File: src/cld_pkg.sv
`default_nettype none
package cld_pkg;

    // Clock and execution times
    localparam int CLK_PERIOD_NS  = 10;
    localparam int EXEC_CLR_NS    = 1530000;
    localparam int EXEC_SHORT_NS  = 39000;
    localparam int EXEC_DATA_NS   = 43000;
    localparam int EXEC_CLR_CYC   =
        (EXEC_CLR_NS + CLK_PERIOD_NS - 1) / CLK_PERIOD_NS;
    localparam int EXEC_SHORT_CYC =
        (EXEC_SHORT_NS + CLK_PERIOD_NS - 1) / CLK_PERIOD_NS;
    localparam int EXEC_DATA_CYC  =
        (EXEC_DATA_NS + CLK_PERIOD_NS - 1) / CLK_PERIOD_NS;
    localparam int TMR_W          = 18;

    // Widths
    localparam int DATA_W   = 8;
    localparam int NIB_W    = 4;
    localparam int TEXT_AW  = 7;
    localparam int GLYPH_AW = 6;

    // Text address map
    localparam logic [TEXT_AW-1:0] ADDR_ZERO    = 7'h00;
    localparam logic [TEXT_AW-1:0] LINE1_END    = 7'h27;
    localparam logic [TEXT_AW-1:0] LINE2_START  = 7'h40;
    localparam logic [TEXT_AW-1:0] LINE2_END    = 7'h67;
    localparam logic [TEXT_AW-1:0] ONE_LINE_END = 7'h4F;
    localparam logic [TEXT_AW-1:0] TEXT_LAST    = 7'h7F;
    localparam logic [DATA_W-1:0]  SPACE_CODE   = 8'h20;
    localparam logic [NIB_W-1:0]   NIB_ZERO     = 4'h0;

    // Command leading-one positions
    localparam int CMD_DDADDR = 7;
    localparam int CMD_CGADDR = 6;
    localparam int CMD_FUNC   = 5;
    localparam int CMD_SHIFT  = 4;
    localparam int CMD_ONOFF  = 3;
    localparam int CMD_ENTRY  = 2;
    localparam int CMD_HOME   = 1;
    localparam int CMD_CLEAR  = 0;

    // Argument bit positions
    localparam int BIT_STEP_INC = 1;
    localparam int BIT_SCROLL   = 0;
    localparam int BIT_SCREEN   = 2;
    localparam int BIT_CURSOR   = 1;
    localparam int BIT_BLINK    = 0;
    localparam int BIT_TARGET   = 3;
    localparam int BIT_RIGHT    = 2;
    localparam int BIT_WIDTH    = 4;
    localparam int BIT_LINES    = 3;
    localparam int BIT_FONT     = 2;
    localparam int BIT_BUSY     = 7;

    typedef enum logic [1:0] {
        OP_NONE,
        OP_INSTR,
        OP_WRITE,
        OP_READ
    } cld_op_e;

    typedef enum logic [3:0] {
        CMD_NOP,
        CMD_CLR,
        CMD_HOM,
        CMD_ENT,
        CMD_ONF,
        CMD_SHF,
        CMD_FUN,
        CMD_CGA,
        CMD_DDA
    } cld_cmd_e;

    typedef struct packed {
        logic screen_on;
        logic cursor_on;
        logic blink_on;
        logic step_inc;
        logic auto_scroll;
        logic bus_width;
        logic two_line;
        logic tall_font;
    } cld_ctl_s;

    localparam cld_ctl_s CTL_RESET = '{
        screen_on: 1'b0, cursor_on: 1'b0, blink_on: 1'b0,
        step_inc: 1'b1, auto_scroll: 1'b0, bus_width: 1'b1,
        two_line: 1'b0, tall_font: 1'b0};

endpackage : cld_pkg
`default_nettype wire

File: src/cld_decoder.sv
// Overview of operation
// - Host transfers latch into instruction or payload register, then execute.
// - Each RAM access steps the address counter by one, up or down.
// - Status read shows busy as one on bit 7 while executing.
// - Clear fills text RAM with spaces and zeroes the address counter.
// - Clear also forces the step direction to increment.
// - Return home zeroes address counter and display shift, RAM unchanged.
// - Clear and return home stay busy about 1.53 ms.
// - Entry mode loads step direction from bit 1, auto scroll from bit 0.
// - Glyph RAM accesses step the address counter like text RAM.
// - Text writes with auto scroll shift display left if incrementing.
// - No display shift on reads, glyph accesses, or auto scroll clear.
// - On/off command loads screen, cursor and flash from bits 2..0.
// - Shift command takes target bit 3, direction bit 2; busy 39 us.
// - Function set loads bus width, line count and glyph height.
// - Bits 7:6 equal 01 load glyph address and select glyph RAM.
// - Bit 7 set loads text address and selects text RAM.
// - Status read returns busy and address counter, accepted while busy.
// - Data write stores byte at address counter, busy about 43 us.
// - Data read returns byte at address counter, busy about 43 us.
// - Screen off blanks display; cursor controls gate only the cursor.
// - Cursor shift steps address; display shift moves lines, counter kept.
// - Narrow bus exchanges each byte as two nibbles on upper lines.
// - Two-line text RAM spans 00H-27H and 40H-67H.
`timescale 1ns/1ps
`default_nettype none
module cld_decoder
    import cld_pkg::*;
#(
    parameter int CLR_CYC  = EXEC_CLR_CYC,
    parameter int DATA_CYC = EXEC_DATA_CYC
)
(
    // Clock and reset
    input  wire logic              sys_clk_in,
    input  wire logic              reset_in,
    // Host bus
    input  wire logic              reg_sel_in,
    input  wire logic              read_in,
    input  wire logic              strobe_in,
    input  wire logic [DATA_W-1:0] data_in,
    output logic      [DATA_W-1:0] data_out,
    output logic                   data_oe_out,
    // Display controls
    output logic                   screen_on_out,
    output logic                   cursor_show_out,
    output logic                   blink_show_out,
    output logic                   two_line_out,
    output logic                   tall_font_out,
    output logic                   bus_width_out,
    output logic      [TEXT_AW-1:0] display_offset_out,
    output logic      [TEXT_AW-1:0] cursor_addr_out
);

    function automatic cld_cmd_e decode_cmd(input logic [DATA_W-1:0] b);
        cld_cmd_e c;
        c = CMD_NOP;
        if (b[CMD_DDADDR])     c = CMD_DDA;
        else if (b[CMD_CGADDR]) c = CMD_CGA;
        else if (b[CMD_FUNC])  c = CMD_FUN;
        else if (b[CMD_SHIFT]) c = CMD_SHF;
        else if (b[CMD_ONOFF]) c = CMD_ONF;
        else if (b[CMD_ENTRY]) c = CMD_ENT;
        else if (b[CMD_HOME])  c = CMD_HOM;
        else if (b[CMD_CLEAR]) c = CMD_CLR;
        return c;
    endfunction : decode_cmd

    // Address step with line wrap for text RAM
    function automatic logic [TEXT_AW-1:0] step_addr(
        input logic [TEXT_AW-1:0] a,
        input logic               up,
        input logic               text,
        input logic               two
    );
        logic [TEXT_AW-1:0] r;
        r = a;
        if (!text) begin
            r = up ? {1'b0, a[GLYPH_AW-1:0] + 1'b1}
                   : {1'b0, a[GLYPH_AW-1:0] - 1'b1};
        end else if (two) begin
            if (up) begin
                r = (a == LINE1_END) ? LINE2_START
                  : (a == LINE2_END) ? ADDR_ZERO : a + 1'b1;
            end else begin
                r = (a == ADDR_ZERO) ? LINE2_END
                  : (a == LINE2_START) ? LINE1_END : a - 1'b1;
            end
        end else begin
            if (up) begin
                r = (a == ONE_LINE_END) ? ADDR_ZERO : a + 1'b1;
            end else begin
                r = (a == ADDR_ZERO) ? ONE_LINE_END : a - 1'b1;
            end
        end
        return r;
    endfunction : step_addr

    // State
    cld_ctl_s           ctl;
    cld_op_e            op_q;
    logic [DATA_W-1:0]  instr_reg;
    logic [DATA_W-1:0]  payload_reg;
    logic [DATA_W-1:0]  rd_byte;
    logic [NIB_W-1:0]   hi_nib;
    logic [TEXT_AW-1:0] addr_counter;
    logic [TEXT_AW-1:0] disp_offset;
    logic [TEXT_AW-1:0] fill_idx;
    logic               fill_active;
    logic               sel_text;
    logic               strobe_q;
    logic               nib_phase;

    // Next values
    cld_ctl_s           next_ctl;
    cld_op_e            next_op;
    logic [TEXT_AW-1:0] next_addr;
    logic [TEXT_AW-1:0] next_offset;
    logic               next_sel;

    // Host side decode
    logic               strobe_rise;
    logic               strobe_fall;
    logic               byte_done;
    logic               first_rise;
    logic               accept;
    logic [DATA_W-1:0]  wr_byte;
    logic [DATA_W-1:0]  sel_byte;
    logic [DATA_W-1:0]  ram_rd;
    logic [DATA_W-1:0]  text_rd;
    logic [DATA_W-1:0]  glyph_rd;
    logic               busy_flag;
    logic               tmr_busy;

    // Execution decode
    cld_cmd_e           cmd;
    logic               exec_instr;
    logic               exec_write;
    logic               exec_read;
    logic               exec_long;
    logic               tmr_load;
    logic [TMR_W-1:0]   exec_cyc;
    logic [TEXT_AW-1:0] step_next;
    logic               text_we;
    logic [TEXT_AW-1:0] text_wa;
    logic [DATA_W-1:0]  text_wd;
    logic               glyph_we;

    assign strobe_rise = strobe_in & ~strobe_q;
    assign strobe_fall = ~strobe_in & strobe_q;
    assign byte_done   = strobe_fall & (ctl.bus_width | nib_phase);
    assign first_rise  = strobe_rise & (ctl.bus_width | ~nib_phase);
    assign busy_flag   = (op_q != OP_NONE) | tmr_busy | fill_active;
    assign accept      = byte_done & ~busy_flag;
    assign wr_byte     = ctl.bus_width ? data_in
                       : {hi_nib, data_in[DATA_W-1 -: NIB_W]};
    assign ram_rd      = sel_text ? text_rd : glyph_rd;
    assign sel_byte    = reg_sel_in ? ram_rd
                       : {busy_flag, addr_counter};
    assign next_op     = !accept ? OP_NONE
                       : (!read_in && !reg_sel_in) ? OP_INSTR
                       : (!read_in) ? OP_WRITE
                       : reg_sel_in ? OP_READ : OP_NONE;

    assign cmd        = decode_cmd(instr_reg);
    assign exec_instr = (op_q == OP_INSTR);
    assign exec_write = (op_q == OP_WRITE);
    assign exec_read  = (op_q == OP_READ);
    assign exec_long  = exec_instr & (cmd == CMD_CLR || cmd == CMD_HOM);
    assign tmr_load   = (op_q != OP_NONE) & ~(exec_instr & cmd == CMD_NOP);
    assign exec_cyc   = exec_long ? TMR_W'(CLR_CYC)
                      : (exec_write | exec_read) ? TMR_W'(DATA_CYC)
                      : TMR_W'(EXEC_SHORT_CYC);
    assign step_next  = step_addr(addr_counter, ctl.step_inc,
                                  sel_text, ctl.two_line);

    assign text_we  = fill_active | (exec_write & sel_text);
    assign text_wa  = fill_active ? fill_idx : addr_counter;
    assign text_wd  = fill_active ? SPACE_CODE : payload_reg;
    assign glyph_we = exec_write & ~sel_text;

    always_comb begin
        next_ctl    = ctl;
        next_addr   = addr_counter;
        next_offset = disp_offset;
        next_sel    = sel_text;
        if (exec_write || exec_read) begin
            next_addr = step_next;
            if (exec_write && sel_text && ctl.auto_scroll) begin
                next_offset = ctl.step_inc ? disp_offset + 1'b1
                                           : disp_offset - 1'b1;
            end
        end else if (exec_instr) begin
            unique case (cmd)
                CMD_NOP: begin
                end
                CMD_CLR: begin
                    next_addr        = ADDR_ZERO;
                    next_offset      = ADDR_ZERO;
                    next_sel         = 1'b1;
                    next_ctl.step_inc = 1'b1;
                end
                CMD_HOM: begin
                    next_addr   = ADDR_ZERO;
                    next_offset = ADDR_ZERO;
                    next_sel    = 1'b1;
                end
                CMD_ENT: begin
                    next_ctl.step_inc    = instr_reg[BIT_STEP_INC];
                    next_ctl.auto_scroll = instr_reg[BIT_SCROLL];
                end
                CMD_ONF: begin
                    next_ctl.screen_on = instr_reg[BIT_SCREEN];
                    next_ctl.cursor_on = instr_reg[BIT_CURSOR];
                    next_ctl.blink_on  = instr_reg[BIT_BLINK];
                end
                CMD_SHF: begin
                    if (instr_reg[BIT_TARGET]) begin
                        next_offset = instr_reg[BIT_RIGHT]
                                    ? disp_offset - 1'b1
                                    : disp_offset + 1'b1;
                    end else begin
                        next_addr = step_addr(addr_counter,
                                              instr_reg[BIT_RIGHT],
                                              sel_text, ctl.two_line);
                    end
                end
                CMD_FUN: begin
                    next_ctl.bus_width = instr_reg[BIT_WIDTH];
                    next_ctl.two_line  = instr_reg[BIT_LINES];
                    next_ctl.tall_font = instr_reg[BIT_FONT];
                end
                CMD_CGA: begin
                    next_addr = {1'b0, instr_reg[GLYPH_AW-1:0]};
                    next_sel  = 1'b0;
                end
                CMD_DDA: begin
                    next_addr = instr_reg[TEXT_AW-1:0];
                    next_sel  = 1'b1;
                end
            endcase
        end
    end

    // Host bus capture and nibble pairing
    always_ff @(posedge sys_clk_in or posedge reset_in) begin
        if (reset_in) begin
            strobe_q  <= 1'b0;
            nib_phase <= 1'b0;
            hi_nib    <= NIB_ZERO;
        end else begin
            strobe_q <= strobe_in;
            if (ctl.bus_width) begin
                nib_phase <= 1'b0;
            end else if (strobe_fall) begin
                nib_phase <= ~nib_phase;
                if (!nib_phase) begin
                    hi_nib <= data_in[DATA_W-1 -: NIB_W];
                end
            end
        end
    end

    // Read return
    always_ff @(posedge sys_clk_in or posedge reset_in) begin
        if (reset_in) begin
            rd_byte     <= '0;
            data_out    <= '0;
            data_oe_out <= 1'b0;
        end else begin
            data_oe_out <= strobe_in & read_in;
            if (first_rise && read_in) begin
                rd_byte  <= sel_byte;
                data_out <= ctl.bus_width ? sel_byte
                          : {sel_byte[DATA_W-1 -: NIB_W], NIB_ZERO};
            end else if (strobe_rise && read_in) begin
                data_out <= {rd_byte[NIB_W-1:0], NIB_ZERO};
            end
        end
    end

    // Instruction and payload latch
    always_ff @(posedge sys_clk_in or posedge reset_in) begin
        if (reset_in) begin
            instr_reg   <= '0;
            payload_reg <= '0;
            op_q        <= OP_NONE;
        end else begin
            op_q <= next_op;
            if (accept && !read_in && !reg_sel_in) begin
                instr_reg <= wr_byte;
            end
            if (accept && !read_in && reg_sel_in) begin
                payload_reg <= wr_byte;
            end
        end
    end

    // Execution state
    always_ff @(posedge sys_clk_in or posedge reset_in) begin
        if (reset_in) begin
            ctl          <= CTL_RESET;
            addr_counter <= ADDR_ZERO;
            disp_offset  <= ADDR_ZERO;
            sel_text     <= 1'b1;
        end else begin
            ctl          <= next_ctl;
            addr_counter <= next_addr;
            disp_offset  <= next_offset;
            sel_text     <= next_sel;
        end
    end

    // Space fill after clear
    always_ff @(posedge sys_clk_in or posedge reset_in) begin
        if (reset_in) begin
            fill_active <= 1'b0;
            fill_idx    <= ADDR_ZERO;
        end else if (exec_instr && cmd == CMD_CLR) begin
            fill_active <= 1'b1;
            fill_idx    <= ADDR_ZERO;
        end else if (fill_active) begin
            fill_idx    <= fill_idx + 1'b1;
            fill_active <= (fill_idx != TEXT_LAST);
        end
    end

    // Display outputs
    always_ff @(posedge sys_clk_in or posedge reset_in) begin
        if (reset_in) begin
            screen_on_out      <= 1'b0;
            cursor_show_out    <= 1'b0;
            blink_show_out     <= 1'b0;
            two_line_out       <= 1'b0;
            tall_font_out      <= 1'b0;
            bus_width_out      <= 1'b1;
            display_offset_out <= ADDR_ZERO;
            cursor_addr_out    <= ADDR_ZERO;
        end else begin
            screen_on_out      <= ctl.screen_on;
            cursor_show_out    <= ctl.screen_on & ctl.cursor_on;
            blink_show_out     <= ctl.screen_on & ctl.blink_on;
            two_line_out       <= ctl.two_line;
            tall_font_out      <= ctl.tall_font;
            bus_width_out      <= ctl.bus_width;
            display_offset_out <= disp_offset;
            cursor_addr_out    <= addr_counter;
        end
    end

    cld_exec_timer u_timer (
        .sys_clk_in (sys_clk_in),
        .reset_in   (reset_in),
        .load_in    (tmr_load),
        .count_in   (exec_cyc),
        .busy_out   (tmr_busy)
    );

    cld_ram #(.AW(TEXT_AW)) u_text_ram (
        .sys_clk_in  (sys_clk_in),
        .wr_en_in    (text_we),
        .wr_addr_in  (text_wa),
        .wr_data_in  (text_wd),
        .rd_addr_in  (addr_counter),
        .rd_data_out (text_rd)
    );

    cld_ram #(.AW(GLYPH_AW)) u_glyph_ram (
        .sys_clk_in  (sys_clk_in),
        .wr_en_in    (glyph_we),
        .wr_addr_in  (addr_counter[GLYPH_AW-1:0]),
        .wr_data_in  (payload_reg),
        .rd_addr_in  (addr_counter[GLYPH_AW-1:0]),
        .rd_data_out (glyph_rd)
    );
endmodule : cld_decoder
`default_nettype wire

File: src/cld_exec_timer.sv
`timescale 1ns/1ps
`default_nettype none
module cld_exec_timer
    import cld_pkg::*;
(
    // Clock and reset
    input  wire logic             sys_clk_in,
    input  wire logic             reset_in,
    // Load
    input  wire logic             load_in,
    input  wire logic [TMR_W-1:0] count_in,
    // Status
    output logic                  busy_out
);

    logic [TMR_W-1:0] remain;

    always_ff @(posedge sys_clk_in or posedge reset_in) begin
        if (reset_in) begin
            remain <= '0;
        end else if (load_in) begin
            remain <= count_in;
        end else if (remain != '0) begin
            remain <= remain - 1'b1;
        end
    end

    assign busy_out = (remain != '0);

endmodule : cld_exec_timer
`default_nettype wire

File: src/cld_ram.sv
`timescale 1ns/1ps
`default_nettype none
module cld_ram
    import cld_pkg::*;
#(
    parameter int AW = TEXT_AW
)
(
    // Clock
    input  wire logic              sys_clk_in,
    // Write port
    input  wire logic              wr_en_in,
    input  wire logic [AW-1:0]     wr_addr_in,
    input  wire logic [DATA_W-1:0] wr_data_in,
    // Read port
    input  wire logic [AW-1:0]     rd_addr_in,
    output logic      [DATA_W-1:0] rd_data_out
);

    logic [DATA_W-1:0] mem [2**AW];

    always_ff @(posedge sys_clk_in) begin
        if (wr_en_in) begin
            mem[wr_addr_in] <= wr_data_in;
        end
    end

    assign rd_data_out = mem[rd_addr_in];

endmodule : cld_ram
`default_nettype wire

File: config.mk
export PLATFORM = sky130hd
export DESIGN_NAME = cld_decoder
export DESIGN_NICKNAME = d
export VERILOG_FILES = /design/src/cld_pkg.sv /design/src/cld_decoder.sv /design/src/cld_exec_timer.sv /design/src/cld_ram.sv
export SDC_FILE = /design/constraint.sdc
export NUM_CORES = 2
export LEC_CHECK = 0
export BUFFER_PORTS_ARGS = -buffer_cell sky130_fd_sc_hd__buf_2
export CAP_MARGIN = 40
export CELL_PAD_IN_SITES_DETAIL_PLACEMENT = 0
export CELL_PAD_IN_SITES_GLOBAL_PLACEMENT = 2
export CORE_MARGIN = 3
export CORE_UTILIZATION = 52
export CTS_CLUSTER_DIAMETER = 80
export DETAILED_ROUTE_END_ITERATION = 8
export GPL_TIMING_DRIVEN = 0
export PLACE_DENSITY_LB_ADDON = 0.05
export REMOVE_ABC_BUFFERS = 1
export SYNTH_ARGS = -nofsm -noshare
export SYNTH_HDL_FRONTEND = slang
export SYNTH_SLANG_ARGS = --single-unit
File: constraint.sdc
create_clock -name sys_clk_in -period 7.7 [get_ports sys_clk_in]
set_clock_uncertainty 0.05 [all_clocks]
set_input_delay 1.54 -clock sys_clk_in [delete_from_list [all_inputs] [get_ports sys_clk_in]]
set_output_delay 1.54 -clock sys_clk_in [all_outputs]
set_load 0.02 [all_outputs]
==> summary.txt <==
Pin count of the biggest net entering global routing: 73
Final setup violation count: 0
Worst Hold Class: reg2reg
Commonest non-fill, non-tap cell in the layout: sky130_fd_sc_hd__edfxtp_1
Number of buffers between clock root and the deepest sink: 3
Largest fanout on the critical path: 58
DP HPWL: 137 mm
Final setup slack of the worst path: 2620 ps
Leakage dissipation: 0.0228 uW
Maximum clock frequency: 197 MHz
Starting DRT DRC Count: 5472
Global-route wire length before repair: 294 mm
Total Die Area: 130000 um2
Core Rows: 129
Clk root buf: sky130_fd_sc_hd__clkbuf_16
Die span in y: 361 um
Length in cells of the worst reg-to-reg path: 7
Main combinational cell family by area after synthesis: compound AO/OA/AOI/OAI gates
Max reg flops: 1024
Kind of end point of the critical path: flip-flop
Tightest Pin Transition: 983 ps
Count of hold-fix buffers inserted at cts: 0
Mux contribution to synthesized area: 0.0824
Total number of vias: 39800
Number of antenna violations at the first check in global routing: 7
Crit path DAT: 5440 ps
Final hold violation count: 0
Post-synthesis share of cell area spent on xor and xnor gates: 0.00442
Peak supply drop: 0.252 mV
Number of buffers added by the clock tree synthesis step: 169
Final core utilization: 0.610
Share of the cycle needed by the critical path after routing: 0.660
# resized after CTS: 0
Syn avg cell area: 16.7 um2
Clock latency of the later-clocked register in the worst-skew pair: 800 ps
Minimum setup slack after placement: 2760 ps
Share of the synthesized area in compound gates (AO/OA/AOI/OAI): 0.0979
Via/cell ratio: 6.75
Core area: 124000 um2
Share of async-settable or async-resettable flops after synthesis: 0.0646
Status: completed
Basic-gate share of the synthesized area counting and, or, nand and nor cells: 0.0500
Sequential area share after synthesis: 0.745
Power per unit of standard cell area: 270 nW/um2
Final global-route overflow total: 0
Routability Congestion: 0.856
Number of sinks handled by clock tree synthesis: 1642
End point of the worst hold path: tall_font_out$_DFF_PP0_
Launching element type of the critical path: flip-flop
Number of port buffers: 41
Worst Hold Depth: 0
Via count of the first global-routing pass: 38600
Total number of nets in the final design: 4156
Drt first pass iters: 7
Post-CTS setup repair buffer count: 0
Regs by FF count: u_text_ram.mem x1024, u_glyph_ram.mem x512, u_timer.remain x18
Largest Register: u_text_ram.mem
Number of max-slew violations in the final report: 0
Total Routed Length: 208 mm
Count of distinct cell types in the synthesized netlist: 88
Register clock-pin slew on the reported worst setup and hold paths: 60 ps
Average wire per cell in the routed design: 35.3 um
Netlist Area Pre-Place: 65400 um2
Source of the critical timing path: addr_counter[2]$_DFFE_PP0P_
Post-synth top flop: sky130_fd_sc_hd__edfxtp_1
Final antenna-violating net count: 0
H-tree levels: 4
EDFF count, synth: 1536
Syn-to-layout area delta: 15.8%
Synth Warn #: 0
Arithmetic-cell share of the synthesized area counting full adders, half adders and majority gates: 0.00172
Clock tree from TritonCTS: built
Category of the critical setup timing path: reg2reg
Final critical delay including setup and external delays: 5080 ps
Most frequent cells in the layout: 1536 x sky130_fd_sc_hd__edfxtp_1, 294 x sky130_fd_sc_hd__nor2_1, 178 x sky130_fd_sc_hd__clkbuf_16, 170 x sky130_fd_sc_hd__mux2_2, 161 x sky130_fd_sc_hd__nand2_1
Synthesized instance count: 3927
Horiz. Die Dim: 361 um
Share of layout cells above drive strength 1: 0.203
Worst hold path startpoint: ctl[0]$_DFFE_PP0P_
Worst reg2reg startpoint: addr_counter[2]$_DFFE_PP0P_
Global-route usage over all layers: 0.319
RSZ-0062 raised after global routing: false
Initial Util: 0.527
Crit Reg-Reg Endpoint: u_text_ram.mem[93][1]$_DFFE_PP_
Boundary pin count: 42
Critical Path RT: 8060 ps
Slew headroom: 0.342
Drt drc: 0
Max-capacitance violation count: 0
Post-synthesis register bit count: 1642
Setup slack of the most critical reg-to-reg path: 2620 ps
[power by group]
| part | switching, uW | internal (uW) | total [uW] |
|---|---|---|---|
| registers | 159 | 9750 | 9910 |
| clock network | 3310 | 4510 | 7820 |
| logic | 1740 | 972 | 2710 |
| total | 5210 | 15200 | 20400 |
[cell usage after synthesis, drive strengths merged, types with 9 or more instances]
cell type | count | area, um2
mux2 | 171 | 1930
o22a | 12 | 105
a222oi | 18 | 180
mux4 | 90 | 2030
or2 | 10 | 62.6
a221o | 46 | 460
nor4 | 16 | 130
a22oi | 144 | 1080
o22ai | 57 | 357
and2 | 13 | 81.3
o211ai | 11 | 82.6
a21oi | 92 | 460
nor2b | 20 | 125
o21ai | 125 | 626
clkbuf | 128 | 480
nand2b | 14 | 87.6
a22o | 35 | 307
xnor2 | 28 | 245
ha | 9 | 113
mux2i | 144 | 1440
a221oi | 150 | 1310
o221ai | 12 | 105
nand3 | 47 | 235
nand2 | 161 | 604
a211oi | 11 | 82.6
nor3 | 22 | 121
a31oi | 22 | 138
buf | 131 | 619
nand4 | 17 | 113
nand3b | 17 | 128
inv | 19 | 71.3
nor2 | 299 | 1120
edfxtp | 1536 | 46100
dfrtp | 102 | 2550
o2bb2ai | 22 | 193
o31ai | 14 | 105
[area by class of cell]
class	instances	area (um2)
Antenna cell	2	5.00
Clock buffer	233	4690
Clock inverter	71	573
Fill cell	9056	48500
Inverter	24	104
Multi-Input combinational cell	2002	15700
Sequential cell	1642	48800
Tap cell	1637	2050
Timing Repair Buffer	295	3830
[logic make-up after synthesis]
| logic type | count (synthesis) |
|---|---|
| multiplexers | 405 |
| buffers and inverters | 283 |
| AO/OA/AOI/OAI | 864 |
| AND/OR/NAND/NOR | 691 |
| flip-flops | 1642 |
| adder cells (fa/ha/maj) | 9 |
| XOR/XNOR | 33 |
[critical path: stages (launching register included)]
cell and delay, ps:
sky130_fd_sc_hd__dfrtp_4 970, sky130_fd_sc_hd__buf_16 380, sky130_fd_sc_hd__buf_16 340, sky130_fd_sc_hd__nand2_1 640, sky130_fd_sc_hd__o21ai_0 800, sky130_fd_sc_hd__nand3_2 360
sky130_fd_sc_hd__buf_12 290, sky130_fd_sc_hd__nor2_1 730
[through the flow]
step,instances,TNS (ps),instance area (um2),hold WS (ps),power (uW)
2_1_floorplan,3668,-5600170,64300,299,11600
3_3_place_gp,5346,-,66600,314,12900
3_5_place_dp,5589,0,70400,317,12800
4_1_cts,5893,0,75700,322,20500
5_1_grt,5904,0,75800,338,21000
6_report,5906,0,75800,319,20400
[worst max path at each step]
| stage | to | slack (ps) | cells after the start |
|---|---|---|---|
| global placement | u_glyph_ram.mem[48][5]$_DFFE_PP_ | -44310 | 3 |
| CTS | u_text_ram.mem[93][4]$_DFFE_PP_ | 2730 | 7 |
| finish | u_text_ram.mem[93][1]$_DFFE_PP_ | 2620 | 7 |
| global route | u_text_ram.mem[109][1]$_DFFE_PP_ | 2600 | 7 |
| detailed placement | data_out[2]$_DFFE_PP0P_ | 2760 | 9 |
| floorplan | addr_counter[0]$_DFFE_PP0P_ | -7640 | 9 |
[routing by layer]
metal	part of all wire	up-vias	global-route usage
met5	0.00026	-	0
met2	0.46	2359	0.493
met3	0.10	462	0.0633
met4	0.049	8	0.143
met1	0.39	20600	0.443
li1	-	16400	-
Power figures use the tool's default switching activity.
